### src/core/dlf_consts.svh
// Register offsets, field positions and size constants for the data link block
`ifndef DLF_CONSTS_SVH
`define DLF_CONSTS_SVH
`define DLF_A_WMARK1 8'h00
`define DLF_A_RCS1_0 8'h01
`define DLF_A_TCS1_0 8'h05
`define DLF_A_TSBS1 8'h09
`define DLF_A_RSBS1 8'h0a
`define DLF_A_MAP1 8'h0b
`define DLF_A_STAT1 8'h0c
`define DLF_A_MASK1 8'h0d
`define DLF_A_INFO1 8'h0e
`define DLF_A_TFBA1 8'h0f
`define DLF_A_RPBA1 8'h10
`define DLF_A_TFIFO1 8'h11
`define DLF_A_RFIFO1 8'h12
`define DLF_CTRL_STRIDE 8'h20
`define DLF_A_RXLINK 8'hc0
`define DLF_A_TXLINK 8'hc1
`define DLF_A_MATCHA 8'hc2
`define DLF_A_MATCHB 8'hc3
`define DLF_A_LSTAT 8'hc4
`define DLF_A_LMASK 8'hc5
`define DLF_A_LCTRL 8'hc6
`define DLF_TX_LOW_LEVEL_FLAG_HI 5
`define DLF_TX_LOW_LEVEL_FLAG_LO 3
`define DLF_RX_HIGH_LEVEL_FLAG_HI 2
`define DLF_RX_HIGH_LEVEL_FLAG_LO 0
`define DLF_ST_TX_LOW_LEVEL_FLAG 0
`define DLF_ST_RX_HIGH_LEVEL_FLAG 1
`define DLF_LS_MATCH 1
`define DLF_LS_TXEMPTY 2
`define DLF_LS_RXFULL 3
`define DLF_LC_DESTUFF 0
`define DLF_LC_STUFF 1
`define DLF_LC_FSSRC 2
`define DLF_LC_MFLOAD 3
`define DLF_WM_SCALE 4
`define DLF_FIFO_DEPTH 8'd128
`define DLF_MORE_BIT 7
`define DLF_ONES_RUN 3'd5
`define DLF_ONES_MAX 3'd7
`endif

### src/core/dlf_pkg.sv
// Types shared by the data link block
package dlf_pkg;
  typedef enum logic [2:0] {
    DLF_PS_BUSY = 3'h0,
    DLF_PS_OK = 3'h1,
    DLF_PS_CRC = 3'h2,
    DLF_PS_ABORT = 3'h3,
    DLF_PS_OVFL = 3'h4
  } dlf_pstat_e;
  typedef enum logic [1:0] {
    DLF_MAP_CHAN = 2'h0,
    DLF_MAP_FDL = 2'h1,
    DLF_MAP_SA = 2'h2
  } dlf_map_e;
endpackage

### src/core/dlf_msg_ctrl.sv
// One message controller: FIFOs, watermarks, byte counts, mapping
`timescale 1ns/1ps
`default_nettype none
`include "dlf_consts.svh"
module dlf_msg_ctrl (
  input wire logic core_clk,
  input wire logic rstn,
  input wire logic [7:0] wr_wmark,
  input wire logic wmark_we,
  input wire logic [7:0] wdata,
  input wire logic tf_we,
  input wire logic rf_re,
  input wire logic tx_slot_bit,
  input wire logic tx_bit_take,
  input wire logic rx_bit,
  input wire logic rx_bit_en,
  input wire logic [4:0] chan,
  input wire logic [2:0] bitpos,
  input wire logic fdl_slot,
  input wire logic sa_slot,
  input wire logic [1:0] map_mode,
  input wire logic [31:0] rx_chans,
  input wire logic [31:0] tx_chans,
  input wire logic [7:0] rx_bitsel,
  input wire logic [7:0] tx_bitsel,
  input wire logic rx_byte_done,
  input wire logic rx_pkt_end,
  input wire logic [2:0] rx_pkt_code,
  output logic [7:0] wmark_r,
  output logic tx_low_level_flag,
  output logic rx_high_level_flag,
  output logic [7:0] tx_space,
  output logic [7:0] rx_avail,
  output logic [2:0] pkt_code_r,
  output logic [7:0] rf_dout,
  output logic tx_out_bit,
  output logic rx_sel,
  output logic tx_sel
);
  logic [7:0] tmem [0:127];
  logic [7:0] rmem [0:127];
  logic [7:0] tcnt_r;
  logic [7:0] rcnt_r;
  logic [6:0] twp_r;
  logic [6:0] trp_r;
  logic [6:0] rwp_r;
  logic [6:0] rrp_r;
  logic [2:0] tbit_r;
  logic [7:0] rsh_r;
  logic [2:0] rbit_r;
  logic [7:0] seg_r;
  logic seg_end_r;
  logic tpop;
  logic rpush;

  function automatic logic slot_hit(input logic [1:0] m, input logic [31:0] c,
                                    input logic [7:0] b);
    unique case (m)
      dlf_pkg::DLF_MAP_FDL: slot_hit = fdl_slot;
      dlf_pkg::DLF_MAP_SA: slot_hit = sa_slot & b[bitpos];
      default: slot_hit = c[chan] & ~b[bitpos];
    endcase
  endfunction

  // Mapping to link, overhead bits or any channels
  // Process form, so slot inputs read inside the function wake it
  always_comb begin
    rx_sel = slot_hit(map_mode, rx_chans, rx_bitsel);
    tx_sel = slot_hit(map_mode, tx_chans, tx_bitsel);
  end
  assign tpop = tx_bit_take & tx_sel & (tcnt_r != 8'd0) & (tbit_r == 3'd7);
  assign rpush = rx_bit_en & rx_sel & (rbit_r == 3'd7) &
                 (rcnt_r != `DLF_FIFO_DEPTH);
  assign tx_out_bit = (tcnt_r != 8'd0) ? tmem[trp_r][tbit_r] : tx_slot_bit;

  always_ff @(posedge core_clk or negedge rstn) begin
    if (!rstn) wmark_r <= 8'h00;
    else if (wmark_we) wmark_r <= wr_wmark;
  end

  always_ff @(posedge core_clk) begin
    if (tf_we && tcnt_r != `DLF_FIFO_DEPTH) tmem[twp_r] <= wdata;
    if (rpush) rmem[rwp_r] <= {rx_bit, rsh_r[7:1]};
  end

  always_ff @(posedge core_clk or negedge rstn) begin
    if (!rstn) begin
      twp_r <= 7'h00;
      trp_r <= 7'h00;
      tcnt_r <= 8'h00;
      tbit_r <= 3'h0;
    end else begin
      if (tf_we && tcnt_r != `DLF_FIFO_DEPTH) twp_r <= twp_r + 7'd1;
      if (tx_bit_take && tx_sel && tcnt_r != 8'd0) tbit_r <= tbit_r + 3'd1;
      if (tpop) trp_r <= trp_r + 7'd1;
      tcnt_r <= tcnt_r + {7'd0, tf_we && tcnt_r != `DLF_FIFO_DEPTH}
                - {7'd0, tpop};
    end
  end

  always_ff @(posedge core_clk or negedge rstn) begin
    if (!rstn) begin
      rwp_r <= 7'h00;
      rrp_r <= 7'h00;
      rcnt_r <= 8'h00;
      rsh_r <= 8'h00;
      rbit_r <= 3'h0;
    end else begin
      if (rx_bit_en && rx_sel) begin
        rsh_r <= {rx_bit, rsh_r[7:1]};
        rbit_r <= rbit_r + 3'd1;
      end
      if (rpush) rwp_r <= rwp_r + 7'd1;
      if (rf_re && rcnt_r != 8'd0) rrp_r <= rrp_r + 7'd1;
      rcnt_r <= rcnt_r + {7'd0, rpush}
                - {7'd0, rf_re && rcnt_r != 8'd0};
    end
  end

  // Segment count up to packet end; overflow ends the segment too
  always_ff @(posedge core_clk or negedge rstn) begin
    if (!rstn) begin
      seg_r <= 8'h00;
      seg_end_r <= 1'b0;
      pkt_code_r <= dlf_pkg::DLF_PS_BUSY;
    end else begin
      if (rx_pkt_end || (rx_byte_done && rcnt_r == `DLF_FIFO_DEPTH)) begin
        seg_end_r <= 1'b1;
        pkt_code_r <= rx_pkt_end ? rx_pkt_code : dlf_pkg::DLF_PS_OVFL;
      end else if (rf_re && seg_r == 8'd1 && seg_end_r) begin
        seg_end_r <= 1'b0;
      end
      if (rpush && !(rf_re && seg_r != 8'd0)) seg_r <= seg_r + 8'd1;
      else if (!rpush && rf_re && seg_r != 8'd0) seg_r <= seg_r - 8'd1;
    end
  end

  always_ff @(posedge core_clk or negedge rstn) begin
    if (!rstn) begin
      tx_low_level_flag <= 1'b0;
      rx_high_level_flag <= 1'b0;
      tx_space <= `DLF_FIFO_DEPTH;
      rx_avail <= 8'h00;
      rf_dout <= 8'h00;
    end else begin
      tx_low_level_flag <= tcnt_r < ({5'd0, wmark_r[`DLF_TX_LOW_LEVEL_FLAG_HI:`DLF_TX_LOW_LEVEL_FLAG_LO]}
              << `DLF_WM_SCALE);
      rx_high_level_flag <= rcnt_r > ({5'd0, wmark_r[`DLF_RX_HIGH_LEVEL_FLAG_HI:`DLF_RX_HIGH_LEVEL_FLAG_LO]}
              << `DLF_WM_SCALE);
      tx_space <= `DLF_FIFO_DEPTH - tcnt_r;
      rx_avail <= {~seg_end_r, seg_r[6:0]};
      if (rf_re) rf_dout <= rmem[rrp_r];
    end
  end
endmodule
`default_nettype wire

### src/core/dlf_top.sv
// Data link block: two message controllers and the legacy link byte path
//
// Overview of operation
// - Watermark register holds tx low mark in bits 5:3, rx high mark in 2:0.
// - Tx low flag is live while the tx FIFO level is under its mark.
// - Rx high flag is live while the rx FIFO level is above its mark.
// - Each watermark flag drives the low-active interrupt only when unmasked.
// - Controller maps to T1 link, E1 overhead bits, or any channel set.
// - In channel mode selected bit positions can be excluded.
// - Four rx channel selects cover eight channels each, 1-32.
// - Four tx channel selects cover eight channels each, 1-32.
// - Tx space register reports bytes still writable to tx FIFO.
// - Rx byte count low seven bits give readable bytes up to packet end.
// - Rx byte count top bit is one while packet not terminated.
// - Packet status: busy, ok, crc error, abort, overflow codes.
// - Link bits shift into 8-bit rx register; each fill sets status, irq.
// - Rx byte equal to either match byte sets match status, irq.
// - Destuffer deletes zero after exactly five ones, keeps after six or more.
// - Legacy tx byte goes out LSB first on the tx link bit only.
// - After 8 bits set tx empty and irq; unrefreshed byte is resent.
// - Stuffer inserts a zero after every five consecutive ones.
`timescale 1ns/1ps
`default_nettype none
`include "dlf_consts.svh"
module dlf_top (
  input wire logic core_clk,
  input wire logic rstn,
  input wire logic [7:0] addr,
  input wire logic [7:0] wdata,
  input wire logic wr_en,
  input wire logic rd_en,
  input wire logic rx_bit_pin,
  input wire logic rx_link_en,
  input wire logic tx_link_take,
  input wire logic mf_boundary,
  input wire logic [4:0] chan,
  input wire logic [2:0] bitpos,
  input wire logic fdl_slot,
  input wire logic sa_slot,
  input wire logic [1:0] pkt_end,
  input wire logic [5:0] pkt_code,
  input wire logic [1:0] byte_done,
  input wire logic [1:0] ctrl_tx_bit,
  output logic [7:0] rdata,
  output logic tx_link_bit,
  output logic [1:0] ctrl_tx_out,
  output logic int_n
);
  logic [2:0] rx_sync_r;
  logic rx_bit;
  logic [7:0] rcs_r [0:1][0:3];
  logic [7:0] tcs_r [0:1][0:3];
  logic [7:0] rsbs_r [0:1];
  logic [7:0] tsbs_r [0:1];
  logic [1:0] map_r [0:1];
  logic [1:0] mask_r [0:1];
  logic [7:0] wm [0:1];
  logic [1:0] tx_low_level_flag;
  logic [1:0] rx_high_level_flag;
  logic [7:0] tspace [0:1];
  logic [7:0] ravail [0:1];
  logic [2:0] pcode [0:1];
  logic [7:0] rfd [0:1];
  logic [1:0] rsel;
  logic [1:0] tsel;
  logic [7:0] rx_sh_r;
  logic [7:0] rx_byte_r;
  logic [2:0] rx_cnt_r;
  logic [2:0] rx_ones_r;
  logic [7:0] tx_byte_r;
  logic [7:0] tx_sh_r;
  logic [2:0] tx_cnt_r;
  logic [2:0] tx_ones_r;
  logic tx_new_r;
  logic [7:0] match_a_r;
  logic [7:0] match_b_r;
  logic [3:0] lstat_r;
  logic [3:0] lmask_r;
  logic [3:0] lctrl_r;
  logic rx_drop;
  logic rx_shift;
  logic rx_fill;
  logic tx_ins0;
  logic tx_done;
  logic link_irq;
  logic ctrl_irq;
  logic [7:0] rd_nxt;

  // ***************************************************************
  // Input synchronising
  // ***************************************************************
  // Two later stages must agree before a pin change counts
  always_ff @(posedge core_clk or negedge rstn) begin
    if (!rstn) rx_sync_r <= 3'h0;
    else rx_sync_r <= {rx_sync_r[1:0], rx_bit_pin};
  end
  always_ff @(posedge core_clk or negedge rstn) begin
    if (!rstn) rx_bit <= 1'b0;
    else if (rx_sync_r[2] == rx_sync_r[1]) rx_bit <= rx_sync_r[2];
  end

  function automatic logic is_ctrl(input logic [7:0] a, input logic [7:0] base,
                                   input int k);
    is_ctrl = (a == base + 8'(k) * `DLF_CTRL_STRIDE);
  endfunction

  // ***************************************************************
  // Message controllers
  // ***************************************************************
  for (genvar k = 0; k < 2; k++) begin : g_ctrl
    logic [31:0] rch;
    logic [31:0] tch;
    assign rch = {rcs_r[k][3], rcs_r[k][2], rcs_r[k][1], rcs_r[k][0]};
    assign tch = {tcs_r[k][3], tcs_r[k][2], tcs_r[k][1], tcs_r[k][0]};
    dlf_msg_ctrl u_ctrl (
      .core_clk(core_clk),
      .rstn(rstn),
      .wr_wmark(wdata),
      .wmark_we(wr_en && is_ctrl(addr, `DLF_A_WMARK1, k)),
      .wdata(wdata),
      .tf_we(wr_en && is_ctrl(addr, `DLF_A_TFIFO1, k)),
      .rf_re(rd_en && is_ctrl(addr, `DLF_A_RFIFO1, k)),
      .tx_slot_bit(ctrl_tx_bit[k]),
      .tx_bit_take(tx_link_take),
      .rx_bit(rx_bit),
      .rx_bit_en(rx_link_en),
      .chan(chan),
      .bitpos(bitpos),
      .fdl_slot(fdl_slot),
      .sa_slot(sa_slot),
      .map_mode(map_r[k]),
      .rx_chans(rch),
      .tx_chans(tch),
      .rx_bitsel(rsbs_r[k]),
      .tx_bitsel(tsbs_r[k]),
      .rx_byte_done(byte_done[k]),
      .rx_pkt_end(pkt_end[k]),
      .rx_pkt_code(pkt_code[3*k +: 3]),
      .wmark_r(wm[k]),
      .tx_low_level_flag(tx_low_level_flag[k]),
      .rx_high_level_flag(rx_high_level_flag[k]),
      .tx_space(tspace[k]),
      .rx_avail(ravail[k]),
      .pkt_code_r(pcode[k]),
      .rf_dout(rfd[k]),
      .tx_out_bit(),
      .rx_sel(rsel[k]),
      .tx_sel(tsel[k])
    );
  end

  always_ff @(posedge core_clk or negedge rstn) begin
    if (!rstn) ctrl_tx_out <= 2'b00;
    else ctrl_tx_out <= tsel & ctrl_tx_bit;
  end

  // ***************************************************************
  // Controller configuration registers
  // ***************************************************************
  always_ff @(posedge core_clk or negedge rstn) begin
    if (!rstn) begin
      for (int k = 0; k < 2; k++) begin
        for (int j = 0; j < 4; j++) begin
          rcs_r[k][j] <= 8'h00;
          tcs_r[k][j] <= 8'h00;
        end
        rsbs_r[k] <= 8'h00;
        tsbs_r[k] <= 8'h00;
        map_r[k] <= 2'h0;
        mask_r[k] <= 2'h0;
      end
    end else if (wr_en) begin
      for (int k = 0; k < 2; k++) begin
        for (int j = 0; j < 4; j++) begin
          if (is_ctrl(addr, `DLF_A_RCS1_0 + 8'(j), k))
            rcs_r[k][j] <= wdata;
          if (is_ctrl(addr, `DLF_A_TCS1_0 + 8'(j), k))
            tcs_r[k][j] <= wdata;
        end
        if (is_ctrl(addr, `DLF_A_RSBS1, k)) rsbs_r[k] <= wdata;
        if (is_ctrl(addr, `DLF_A_TSBS1, k)) tsbs_r[k] <= wdata;
        if (is_ctrl(addr, `DLF_A_MAP1, k)) map_r[k] <= wdata[1:0];
        if (is_ctrl(addr, `DLF_A_MASK1, k)) mask_r[k] <= wdata[1:0];
      end
    end
  end

  // ***************************************************************
  // Legacy receive path
  // ***************************************************************
  // Zero after exactly five ones is dropped; six or more keep it
  assign rx_drop = lctrl_r[`DLF_LC_DESTUFF] && !rx_bit &&
                   rx_ones_r == `DLF_ONES_RUN;
  assign rx_shift = rx_link_en && !rx_drop;
  assign rx_fill = rx_shift && rx_cnt_r == 3'd7;

  always_ff @(posedge core_clk or negedge rstn) begin
    if (!rstn) begin
      rx_sh_r <= 8'h00;
      rx_byte_r <= 8'h00;
      rx_cnt_r <= 3'h0;
      rx_ones_r <= 3'h0;
    end else if (rx_link_en) begin
      if (!rx_bit) rx_ones_r <= 3'h0;
      else if (rx_ones_r != `DLF_ONES_MAX) rx_ones_r <= rx_ones_r + 3'd1;
      if (rx_shift) begin
        rx_sh_r <= {rx_bit, rx_sh_r[7:1]};
        rx_cnt_r <= rx_cnt_r + 3'd1;
      end
      // Unread byte is simply overwritten by the next fill
      if (rx_fill) rx_byte_r <= {rx_bit, rx_sh_r[7:1]};
    end
  end

  // ***************************************************************
  // Legacy transmit path
  // ***************************************************************
  // At or past five ones: a run already long when stuffing starts is cut
  assign tx_ins0 = lctrl_r[`DLF_LC_STUFF] &&
                   tx_ones_r >= `DLF_ONES_RUN;
  assign tx_done = tx_link_take && !tx_ins0 && tx_cnt_r == 3'd7;

  always_ff @(posedge core_clk or negedge rstn) begin
    if (!rstn) begin
      tx_byte_r <= 8'h00;
      tx_new_r <= 1'b0;
    end else if (wr_en && addr == `DLF_A_TXLINK) begin
      tx_byte_r <= wdata;
      tx_new_r <= 1'b1;
    end else if (tx_done || (mf_boundary && lctrl_r[`DLF_LC_MFLOAD])) begin
      tx_new_r <= 1'b0;
    end
  end

  always_ff @(posedge core_clk or negedge rstn) begin
    if (!rstn) begin
      tx_sh_r <= 8'h00;
      tx_cnt_r <= 3'h0;
      tx_ones_r <= 3'h0;
      tx_link_bit <= 1'b0;
    end else if (tx_link_take) begin
      if (tx_ins0) begin
        tx_link_bit <= 1'b0;
        tx_ones_r <= 3'h0;
      end else begin
        tx_link_bit <= tx_sh_r[0];
        // Saturate, so a long run never wraps back under five
        if (!tx_sh_r[0]) tx_ones_r <= 3'h0;
        else if (tx_ones_r != `DLF_ONES_MAX) tx_ones_r <= tx_ones_r + 3'd1;
        tx_cnt_r <= tx_cnt_r + 3'd1;
        // Reload from the held byte, so an old byte repeats
        if (tx_cnt_r == 3'd7) tx_sh_r <= tx_byte_r;
        else tx_sh_r <= {1'b0, tx_sh_r[7:1]};
      end
    end
  end

  // ***************************************************************
  // Legacy status, match and control
  // ***************************************************************
  always_ff @(posedge core_clk or negedge rstn) begin
    if (!rstn) begin
      match_a_r <= 8'h00;
      match_b_r <= 8'h00;
      lmask_r <= 4'h0;
      lctrl_r <= 4'h0;
    end else if (wr_en) begin
      if (addr == `DLF_A_MATCHA) match_a_r <= wdata;
      if (addr == `DLF_A_MATCHB) match_b_r <= wdata;
      if (addr == `DLF_A_LMASK) lmask_r <= wdata[3:0];
      if (addr == `DLF_A_LCTRL) lctrl_r <= wdata[3:0];
    end
  end

  // Read clears; a new event in the same cycle wins
  always_ff @(posedge core_clk or negedge rstn) begin
    if (!rstn) lstat_r <= 4'h0;
    else begin
      lstat_r <= (rd_en && addr == `DLF_A_LSTAT) ? 4'h0 : lstat_r;
      if (rx_link_en && rx_fill) begin
        lstat_r[`DLF_LS_RXFULL] <= 1'b1;
        if ({rx_bit, rx_sh_r[7:1]} == match_a_r ||
            {rx_bit, rx_sh_r[7:1]} == match_b_r)
          lstat_r[`DLF_LS_MATCH] <= 1'b1;
      end
      if (tx_done) lstat_r[`DLF_LS_TXEMPTY] <= 1'b1;
    end
  end

  assign link_irq = |(lstat_r & lmask_r);

  // Mask bits line up with the status bits they gate
  assign ctrl_irq = |({rx_high_level_flag[0], tx_low_level_flag[0]} & mask_r[0]) ||
                    |({rx_high_level_flag[1], tx_low_level_flag[1]} & mask_r[1]);

  always_ff @(posedge core_clk or negedge rstn) begin
    if (!rstn) int_n <= 1'b1;
    else int_n <= !(link_irq || ctrl_irq);
  end

  // ***************************************************************
  // Read mux
  // ***************************************************************
  always_comb begin
    rd_nxt = 8'h00;
    for (int k = 0; k < 2; k++) begin
      for (int j = 0; j < 4; j++) begin
        if (is_ctrl(addr, `DLF_A_RCS1_0 + 8'(j), k)) rd_nxt = rcs_r[k][j];
        if (is_ctrl(addr, `DLF_A_TCS1_0 + 8'(j), k)) rd_nxt = tcs_r[k][j];
      end
      if (is_ctrl(addr, `DLF_A_WMARK1, k)) rd_nxt = {2'b00, wm[k][5:0]};
      if (is_ctrl(addr, `DLF_A_RSBS1, k)) rd_nxt = rsbs_r[k];
      if (is_ctrl(addr, `DLF_A_TSBS1, k)) rd_nxt = tsbs_r[k];
      if (is_ctrl(addr, `DLF_A_MAP1, k)) rd_nxt = {6'd0, map_r[k]};
      if (is_ctrl(addr, `DLF_A_MASK1, k)) rd_nxt = {6'd0, mask_r[k]};
      if (is_ctrl(addr, `DLF_A_STAT1, k)) rd_nxt = {6'd0, rx_high_level_flag[k], tx_low_level_flag[k]};
      if (is_ctrl(addr, `DLF_A_INFO1, k)) rd_nxt = {5'd0, pcode[k]};
      if (is_ctrl(addr, `DLF_A_TFBA1, k)) rd_nxt = tspace[k];
      if (is_ctrl(addr, `DLF_A_RPBA1, k)) rd_nxt = ravail[k];
      if (is_ctrl(addr, `DLF_A_RFIFO1, k)) rd_nxt = rfd[k];
    end
    if (addr == `DLF_A_RXLINK) rd_nxt = rx_byte_r;
    if (addr == `DLF_A_TXLINK) rd_nxt = tx_byte_r;
    if (addr == `DLF_A_MATCHA) rd_nxt = match_a_r;
    if (addr == `DLF_A_MATCHB) rd_nxt = match_b_r;
    if (addr == `DLF_A_LSTAT) rd_nxt = {4'd0, lstat_r};
    if (addr == `DLF_A_LMASK) rd_nxt = {4'd0, lmask_r};
    if (addr == `DLF_A_LCTRL) rd_nxt = {3'd0, tx_new_r, lctrl_r[2:0]};
  end

  always_ff @(posedge core_clk or negedge rstn) begin
    if (!rstn) rdata <= 8'h00;
    else if (rd_en) rdata <= rd_nxt;
  end
endmodule
`default_nettype wire

### config.mk
export PLATFORM = sky130hd
export DESIGN_NAME = dlf_top
export DESIGN_NICKNAME = d
export VERILOG_FILES = /design/src/core/dlf_pkg.sv /design/src/core/dlf_msg_ctrl.sv /design/src/core/dlf_top.sv
export VERILOG_INCLUDE_DIRS = /design/src /design/src/core
export SDC_FILE = /design/constraint.sdc
export NUM_CORES = 2
export LEC_CHECK = 0
export CAP_MARGIN = 20
export CORE_MARGIN = 5
export CORE_UTILIZATION = 59
export CTS_CLUSTER_DIAMETER = 30
export DETAILED_ROUTE_END_ITERATION = 6
export DONT_BUFFER_PORTS = 1
export PLACE_DENSITY = 0.81
export SETUP_SLACK_MARGIN = 0.1
export SYNTH_ARGS = -nofsm -noshare
export SYNTH_HDL_FRONTEND = slang
export SYNTH_SLANG_ARGS = --single-unit
export TNS_END_PERCENT = 5
### constraint.sdc
create_clock -name core_clk -period 11.4 [get_ports core_clk]
set_clock_uncertainty 0.1 [all_clocks]
set_input_delay 2.28 -clock core_clk [delete_from_list [all_inputs] [get_ports core_clk]]
set_output_delay 2.28 -clock core_clk [all_outputs]
set_load 0.05 [all_outputs]
# Yosys cells after proc, flatten, opt, wreduce, memory -nomap -nowiden
# Memories as Yosys holds them, arrays and structs flattened. A register that Yosys moved wholly into a read port is not among the register bits.
# Cells that the tools add are included.
dict set report totals {
  memories 2
  register_bits 416
  ramBits 2048
  input_bits 46
}
dict set report op_classes {
  n_addsub 26
  order_cmp 7
  n_mux 91
  n_reduce_logical 107
  n_eq_ne 70
  bitwise_logic 31
}
# name words width rd rd_clocked_by_memory_dff write_ports line_no
set mem_list {}
lappend mem_list {{g_ctrl[0].u_ctrl.rmem} 128 8 1 1 1 dlf_msg_ctrl.sv:41} ;# logic [7:0] rmem [0:127];
lappend mem_list {{g_ctrl[1].u_ctrl.rmem} 128 8 1 1 1 dlf_msg_ctrl.sv:41}
# cell n
set op_table {}
lappend op_table {{$mux 8} 48}
lappend op_table {{$eq 8x6->1 const B} 19}
lappend op_table {{$eq 8x8->1 const B} 9}
lappend op_table {{$reduce_and 2->1} 33}
lappend op_table {{$eq 8x4->1 const B} 8}
lappend op_table {{$reduce_bool 8->1} 6}
lappend op_table {{$logic_and 1x1->1} 41}
lappend op_table {{$add 8x1->8} 4}
lappend op_table {{$eq 8x3->1 const B} 4}
lappend op_table {{$ne 8x8->1 const B} 4}
lappend op_table {{$sub 8x1->8} 4}
lappend op_table {{$add 7x1->7 const B} 4}
lappend op_table {{$add 3x1->3 const B} 8}
lappend op_table {{$eq 8x1->1 const B} 3}
lappend op_table {{$eq 8x5->1 const B} 3}
lappend op_table {{$mux 1} 23}
lappend op_table {{$eq 3x3->1 const B} 7}
lappend op_table {{$mux 3} 7}
lappend op_table {{$and 1x1->1} 20}
lappend op_table {{$bmux 1 s5} 4}
lappend op_table {{$add 8x1->8 const B} 2}
lappend op_table {{$eq 8x2->1 const B} 2}
lappend op_table {{$eq 8x8->1} 2}
lappend op_table {{$gt 8x7->1} 2}
lappend op_table {{24 further kinds} 65}

# Depth between registers and ports, before layout
dict set report depth {
  ltp_word 44
  mapped_depth 21
  depth_no_buf 18
}

# By module
# Synthesis repeated with hierarchy kept, for this count alone.
dict set report hier_totals {
  hier_cells 9253
  hier_area_um2 183418.4
}
# module n_inst seq_area_each_um2 area_each_um2 cells_each
set modules_own_cells {}
lappend modules_own_cells {{dlf_msg_ctrl at g_ctrl[0].u_ctrl} 1 64077.7 84898.9 3994}
lappend modules_own_cells {{dlf_msg_ctrl at g_ctrl[1].u_ctrl} 1 64077.7 84607.4 3987}
lappend modules_own_cells {dlf_top 1 6382.4 13912.1 1272}

# Least setup slack after synthesis
# No wires, ideal clock.
dict set report synth_path {
  path_kind {input port to flip-flop}
  start {input port chan[0]}
  end {register g_ctrl[0].u_ctrl.tcnt_r[6]}
  t_arrival_ns 6.150
  stages 19
  slack_ns 5.071
  path_cell_list {buf_2 -> buf_2 -> buf_2 -> mux4_2 -> mux4_2 -> mux2i_1 -> o32ai_1 -> nand3_1 -> nor2_1 -> ha_1 -> inv_1 -> ha_1 -> fa_1 -> a21oi_1 -> nor2_1 -> nor2_1 -> o21bai_1 -> a21oi_1 -> xor2_1}
}
dict set report synth_between {
  elab_chain_len 8
}
# element line_no
set synth_rtl {}
lappend synth_rtl {{start, declared} dlf_top.sv:36} ;# input wire logic [4:0] chan,
lappend synth_rtl {{$bmux 1 s5} dlf_msg_ctrl.sv:61} ;# default: slot_hit = c[chan] & ~b[bitpos];
lappend synth_rtl {{$mux 1 (not written as such)} dlf_msg_ctrl.sv:61}
lappend synth_rtl {{$and 1x1->1} dlf_msg_ctrl.sv:61}
lappend synth_rtl {{$pmux 1 s2} dlf_msg_ctrl.sv:58} ;# unique case (m)
lappend synth_rtl {{$and 1x1->1 (3 in series)} dlf_msg_ctrl.sv:71} ;# assign tpop = tx_bit_take & tx_sel & (tcnt_r != 8'd0) & (tbit_r == 3'd7);
lappend synth_rtl {{$sub 8x1->8} dlf_msg_ctrl.sv:96} ;# tcnt_r <= tcnt_r + {7'd0, tf_we && tcnt_r != `DLF_FIFO_DEPTH}
lappend synth_rtl {{end signal, assigned} dlf_msg_ctrl.sv:96}
lappend synth_rtl {{end, declared} dlf_msg_ctrl.sv:42} ;# logic [7:0] tcnt_r;
# No other way between the ends. The select of a mux whose other input is x is not followed.
# A chain may end at the register's enable or synchronous reset.

# Final worst setup path
dict set report layout_path {
  start {input port bitpos[1]}
  end {memory g_ctrl[1].u_ctrl.rmem[24][2] (enable)}
}
dict set report layout_between {
  elab_chain_len 10
}
# element line_no
set layout_rtl {}
lappend layout_rtl {{start, declared} dlf_top.sv:37} ;# input wire logic [2:0] bitpos,
lappend layout_rtl {{$bmux 1 s3 *} {dlf_msg_ctrl.sv:60, dlf_msg_ctrl.sv:61}}
lappend layout_rtl {{$mux 1 (not written as such) *} {dlf_msg_ctrl.sv:60, dlf_msg_ctrl.sv:61}}
lappend layout_rtl {{$not 1->1} dlf_msg_ctrl.sv:61}
lappend layout_rtl {{$and 1x1->1} dlf_msg_ctrl.sv:61}
lappend layout_rtl {{$pmux 1 s2 *} dlf_msg_ctrl.sv:58}
lappend layout_rtl {{$and 1x1->1 * (3 in series)} dlf_msg_ctrl.sv:72} ;# assign rpush = rx_bit_en & rx_sel & (rbit_r == 3'd7) &
lappend layout_rtl {{$mux 1 *} dlf_msg_ctrl.sv:83} ;# if (rpush) rmem[rwp_r] <= {rx_bit, rsh_r[7:1]};
lappend layout_rtl {{$mux 1 (not written as such) *} dlf_msg_ctrl.sv:83}
lappend layout_rtl {{end, declared} dlf_msg_ctrl.sv:41}
# Every way passes the cells marked *; elsewhere a longest branch is shown, timed or not. The select of a mux whose other input is x is not followed.

==> run_results.csv <==
group,metric,value,unit
route,vias,58450,
global_route,track_usage,32.69,%
cts,cts_setup_buffers,0,
finish,fin_nets,5737,
yosys,synthTopCellsByArea,"edfxtp_1 60%, mux4_2 15%, dfrtp_1 10%",
yosys,yosysMostFrequentCell,"edfxtp_1",
timing,final.min_clock_period,6.151,ns
yosys,ys_seq_elements,2477,
cts,post_cts_resized,0,
yosys,avgSynthCellArea,18.87,sq um
global_route,grt_pass1_vias,59930,
yosys,yosysUniqueCellTypes,87,
pwr,swShare,26.72,%
yosys,yosysTopAreaCell,"edfxtp_1",
die,fp.dieH,425.6,um
yosys,synthFlopType,"edfxtp_1",
worst_setup_path,cp_cell_sequence,"mux4_2 > mux2i_1 > a31oi_2 > or2_1 > inv_1 > nand3b_1 > buf_4 > nor2_1",
timing,tightest_slew,1.245,ns
die,core.rowCount,152,
worst_setup_path,crit_slowest_cell,"nand3b_1",
pwr,combPwrFrac,8.3,%
status,violations,"design-rule violations",
job,cap_violations,0,
pwr,power_switching,7.232,mW
die,boundaryPins,58,
cts,clock_latency,1.00,ns
yosys,synth_fa_ha_area_share,1.326,%
route,wl_per_cell,35.79,um
global_route,grt_max_degree,430,
min_path,hold_path.class,"flop to flop",
cts,clockBufferDepth,4,
yosys,ys.warnings.count,0,
yosys,yosys-top-cells-count,"2048 x edfxtp_1, 680 x mux4_2, 426 x dfrtp_1, 349 x nor2_1, 259 x mux2_2",
yosys,synth_fp_nets,5552,
worst_setup_path,worstSetupPathType,"input port to flop",
worst_setup_path,crit_family,"simple AND/OR/NAND/NOR gates",
worst_setup_path,crit_fanout,13,
cts,cts_sinks,2477,
cts,cts_made_buffers,425,
worst_setup_path,critical_path_arrival,6.65,ns
status,status,"complete, but fails checks",
global_route,grt_overflow,0,
route,drtAntennaViolNets,0,
yosys,ys_seq_area_share,70.88,%
pwr,p_int,19.83,mW
yosys,synth-simple-area-share,3.543,%
place,hpwl,151.7,mm
place,port_buffers,0,
yosys,synth_edf_count,2048,
timing,rsz0062_at_grt,"false",
route,drc,11,
worst_setup_path,startpoint_type,"input port",
cts,cts_tree,"done",
die,core-area,171700,sq um
finish,drive_gt1_share,30.21,%
place,place_ws,4.757,ns
timing,fin_crit_sh,53.95,%
route,via_per_inst,7.090,
route,drt_pass1_iterations,7,
worst_setup_path,worstPathRequired,11.90,ns
global_route,grt_pass1_wl,429.7,mm
die,initial_utilization,59.34,%
yosys,synth_xor_area_share,0.8422,%
yosys,synth_mux_area_share,18.38,%
pwr,p_leak,40.17,nW
yosys,syn_inst,5402,
yosys,synth-compound-area-share,3.398,%
worst_setup_path,max_stage_delay,0.80,ns
timing,setup_ws,5.249,ns
route,drt_iter0_drc,9252,
pwr,vdd_drop_max,0.0001883,V
pwr,seqPwrFrac,43.9,%
pwr,clockPowerShare,47.8,%
cts,ctsHtreeMaxLevel,5,
cts,path_clk_slew,0.06,ns
yosys,synthArstFlopShare,17.32,%
timing,finalSetupViolCount,0,
pwr,power.total,27.07,mW
pwr,p_per_area,228.0,nW/um^2
timing,max_freq,162.6,MHz
yosys,netlist_area,101900,sq um
worst_setup_path,crit_buf_inv,2,
place,place_congestion,0.9698,
timing,slew_viol_final,0,
route,drt_wl_total,295.1,mm
cts,cts_root_buffer,"clkbuf_16",
global_route,antenna_found_initial,4,
die,dieArea,181100,sq um
worst_setup_path,cp-end-kind,"flop",
finish,area.growth.synth_to_final,16.51,%
timing,relSlewSlack,16.35,%
timing,setup_tns,0,ns
die,die_w,425.6,um
yosys,synth_top_family_by_area,"multiplexers",
timing,finalHoldViolCount,0,
worst_setup_path,r2r_slack,5.84,ns
cts,holdBufCountCts,0,
yosys,yosysTopAreaCellShare,60.35,%
layer usage:
metal / up-vias / GRT usage [%] / share of wire (%)
li1: 22340 / - / -
met1: 29960 / 43.10 / 34
met2: 5035 / 52.16 / 49
met3: 1110 / 7.715 / 11
met4: 2 / 15.77 / 6.0
met5: - / 0 / 0.0044
path summary, 6_finish.rpt:
check / end / startpoint / cells after the start
setup / recovery: g_ctrl[1].u_ctrl.rmem[24][2] / bitpos[1] / 8
hold / removal: rx_sync_r[2] / rx_sync_r[1] / 0
setup reg to reg: g_ctrl[1].u_ctrl.rf_dout[3] / g_ctrl[1].u_ctrl.rrp_r[1] / 8
hold reg to reg: rx_sync_r[2] / rx_sync_r[1] / 0
max in group asynchronous: g_ctrl[1].u_ctrl.rsh_r[3] / rstn / 0
min in group asynchronous: g_ctrl[0].u_ctrl.rsh_r[4] / rstn / 0
power groups by stage:
stage | Sequential (mW) | Clock (mW) | Combinational (mW)
2_1_floorplan | 11.9 | 0 | 1.15
3_3_place_gp | 12.0 | 0 | 2.02
3_5_place_dp | 12.0 | 0 | 2.09
4_1_cts | 11.9 | 13.0 | 2.20
5_1_grt | 11.9 | 13.5 | 2.38
6_report | 11.9 | 12.9 | 2.24
flip-flops by register name, summed over array words and instances, names as in the netlist, 16 cells and up:
signal,count
rsbs_r,16
g_ctrl.u_ctrl.rmem,2048
g_ctrl.u_ctrl.seg_r,16
g_ctrl.u_ctrl.tcnt_r,16
tsbs_r,16
g_ctrl.u_ctrl.tx_space,16
g_ctrl.tch,64
g_ctrl.rch,64
g_ctrl.u_ctrl.rx_avail,16
g_ctrl.u_ctrl.rcnt_r,16
g_ctrl.u_ctrl.rf_dout,16
cell type report:
cell class | count | area, sq um
inverter | 112 | 420.4
clock inverter | 293 | 3183
tap | 2310 | 2890
multi-input combinational | 2502 | 28130
clock buffer | 479 | 11190
antenna | 2 | 5.005
fill | 9456 | 53000
sequential | 2477 | 72320
timing repair buffer | 69 | 603.1
per-stage QoR:
| stage | utilization [%] | std cells | area [sq um] | hold WS (ns) |
|---|---|---|---|---|
| finish | 69.14 | 8244 | 118700 | 0.2941 |
| global route | 69.14 | 8242 | 118700 | 0.3018 |
| CTS | 69.09 | 8238 | 118600 | 0.2944 |
| floorplan | - | 5402 | 101900 | 0.2312 |
| detailed placement | 60.72 | 7466 | 104300 | 0.2469 |
| global placement | 60.71 | 7465 | 104300 | 0.2388 |
cell families (layout without fill, tap and decap cells):
kind of cell    count (synthesis)  in the layout
mux                           989            989
buf+inv                       423            953
fa+ha+maj                     106            106
xor+xnor                       98             98
simple gates                  781            781
flops                        2477           2477
other cells                     0              2
compound gates                528            528
cell usage in the layout, fill, tap and decap left out, types with 39 or more instances in the layout:
cell and count:
a21oi_1 128, a22oi_1 86, buf_4 62, clkbuf_16 432, clkinvlp_4 39, dfrtp_1 403
edfxtp_1 2048, ha_1 100, inv_1 110, inv_6 81, mux2_2 259, mux2i_1 50
mux4_2 680, nand2_1 186, nand3_1 64, nor2_1 349, o21ai_0 106, xnor2_1 59
xor2_1 39
No activity file was read; power rests on OpenSTA's default activity.
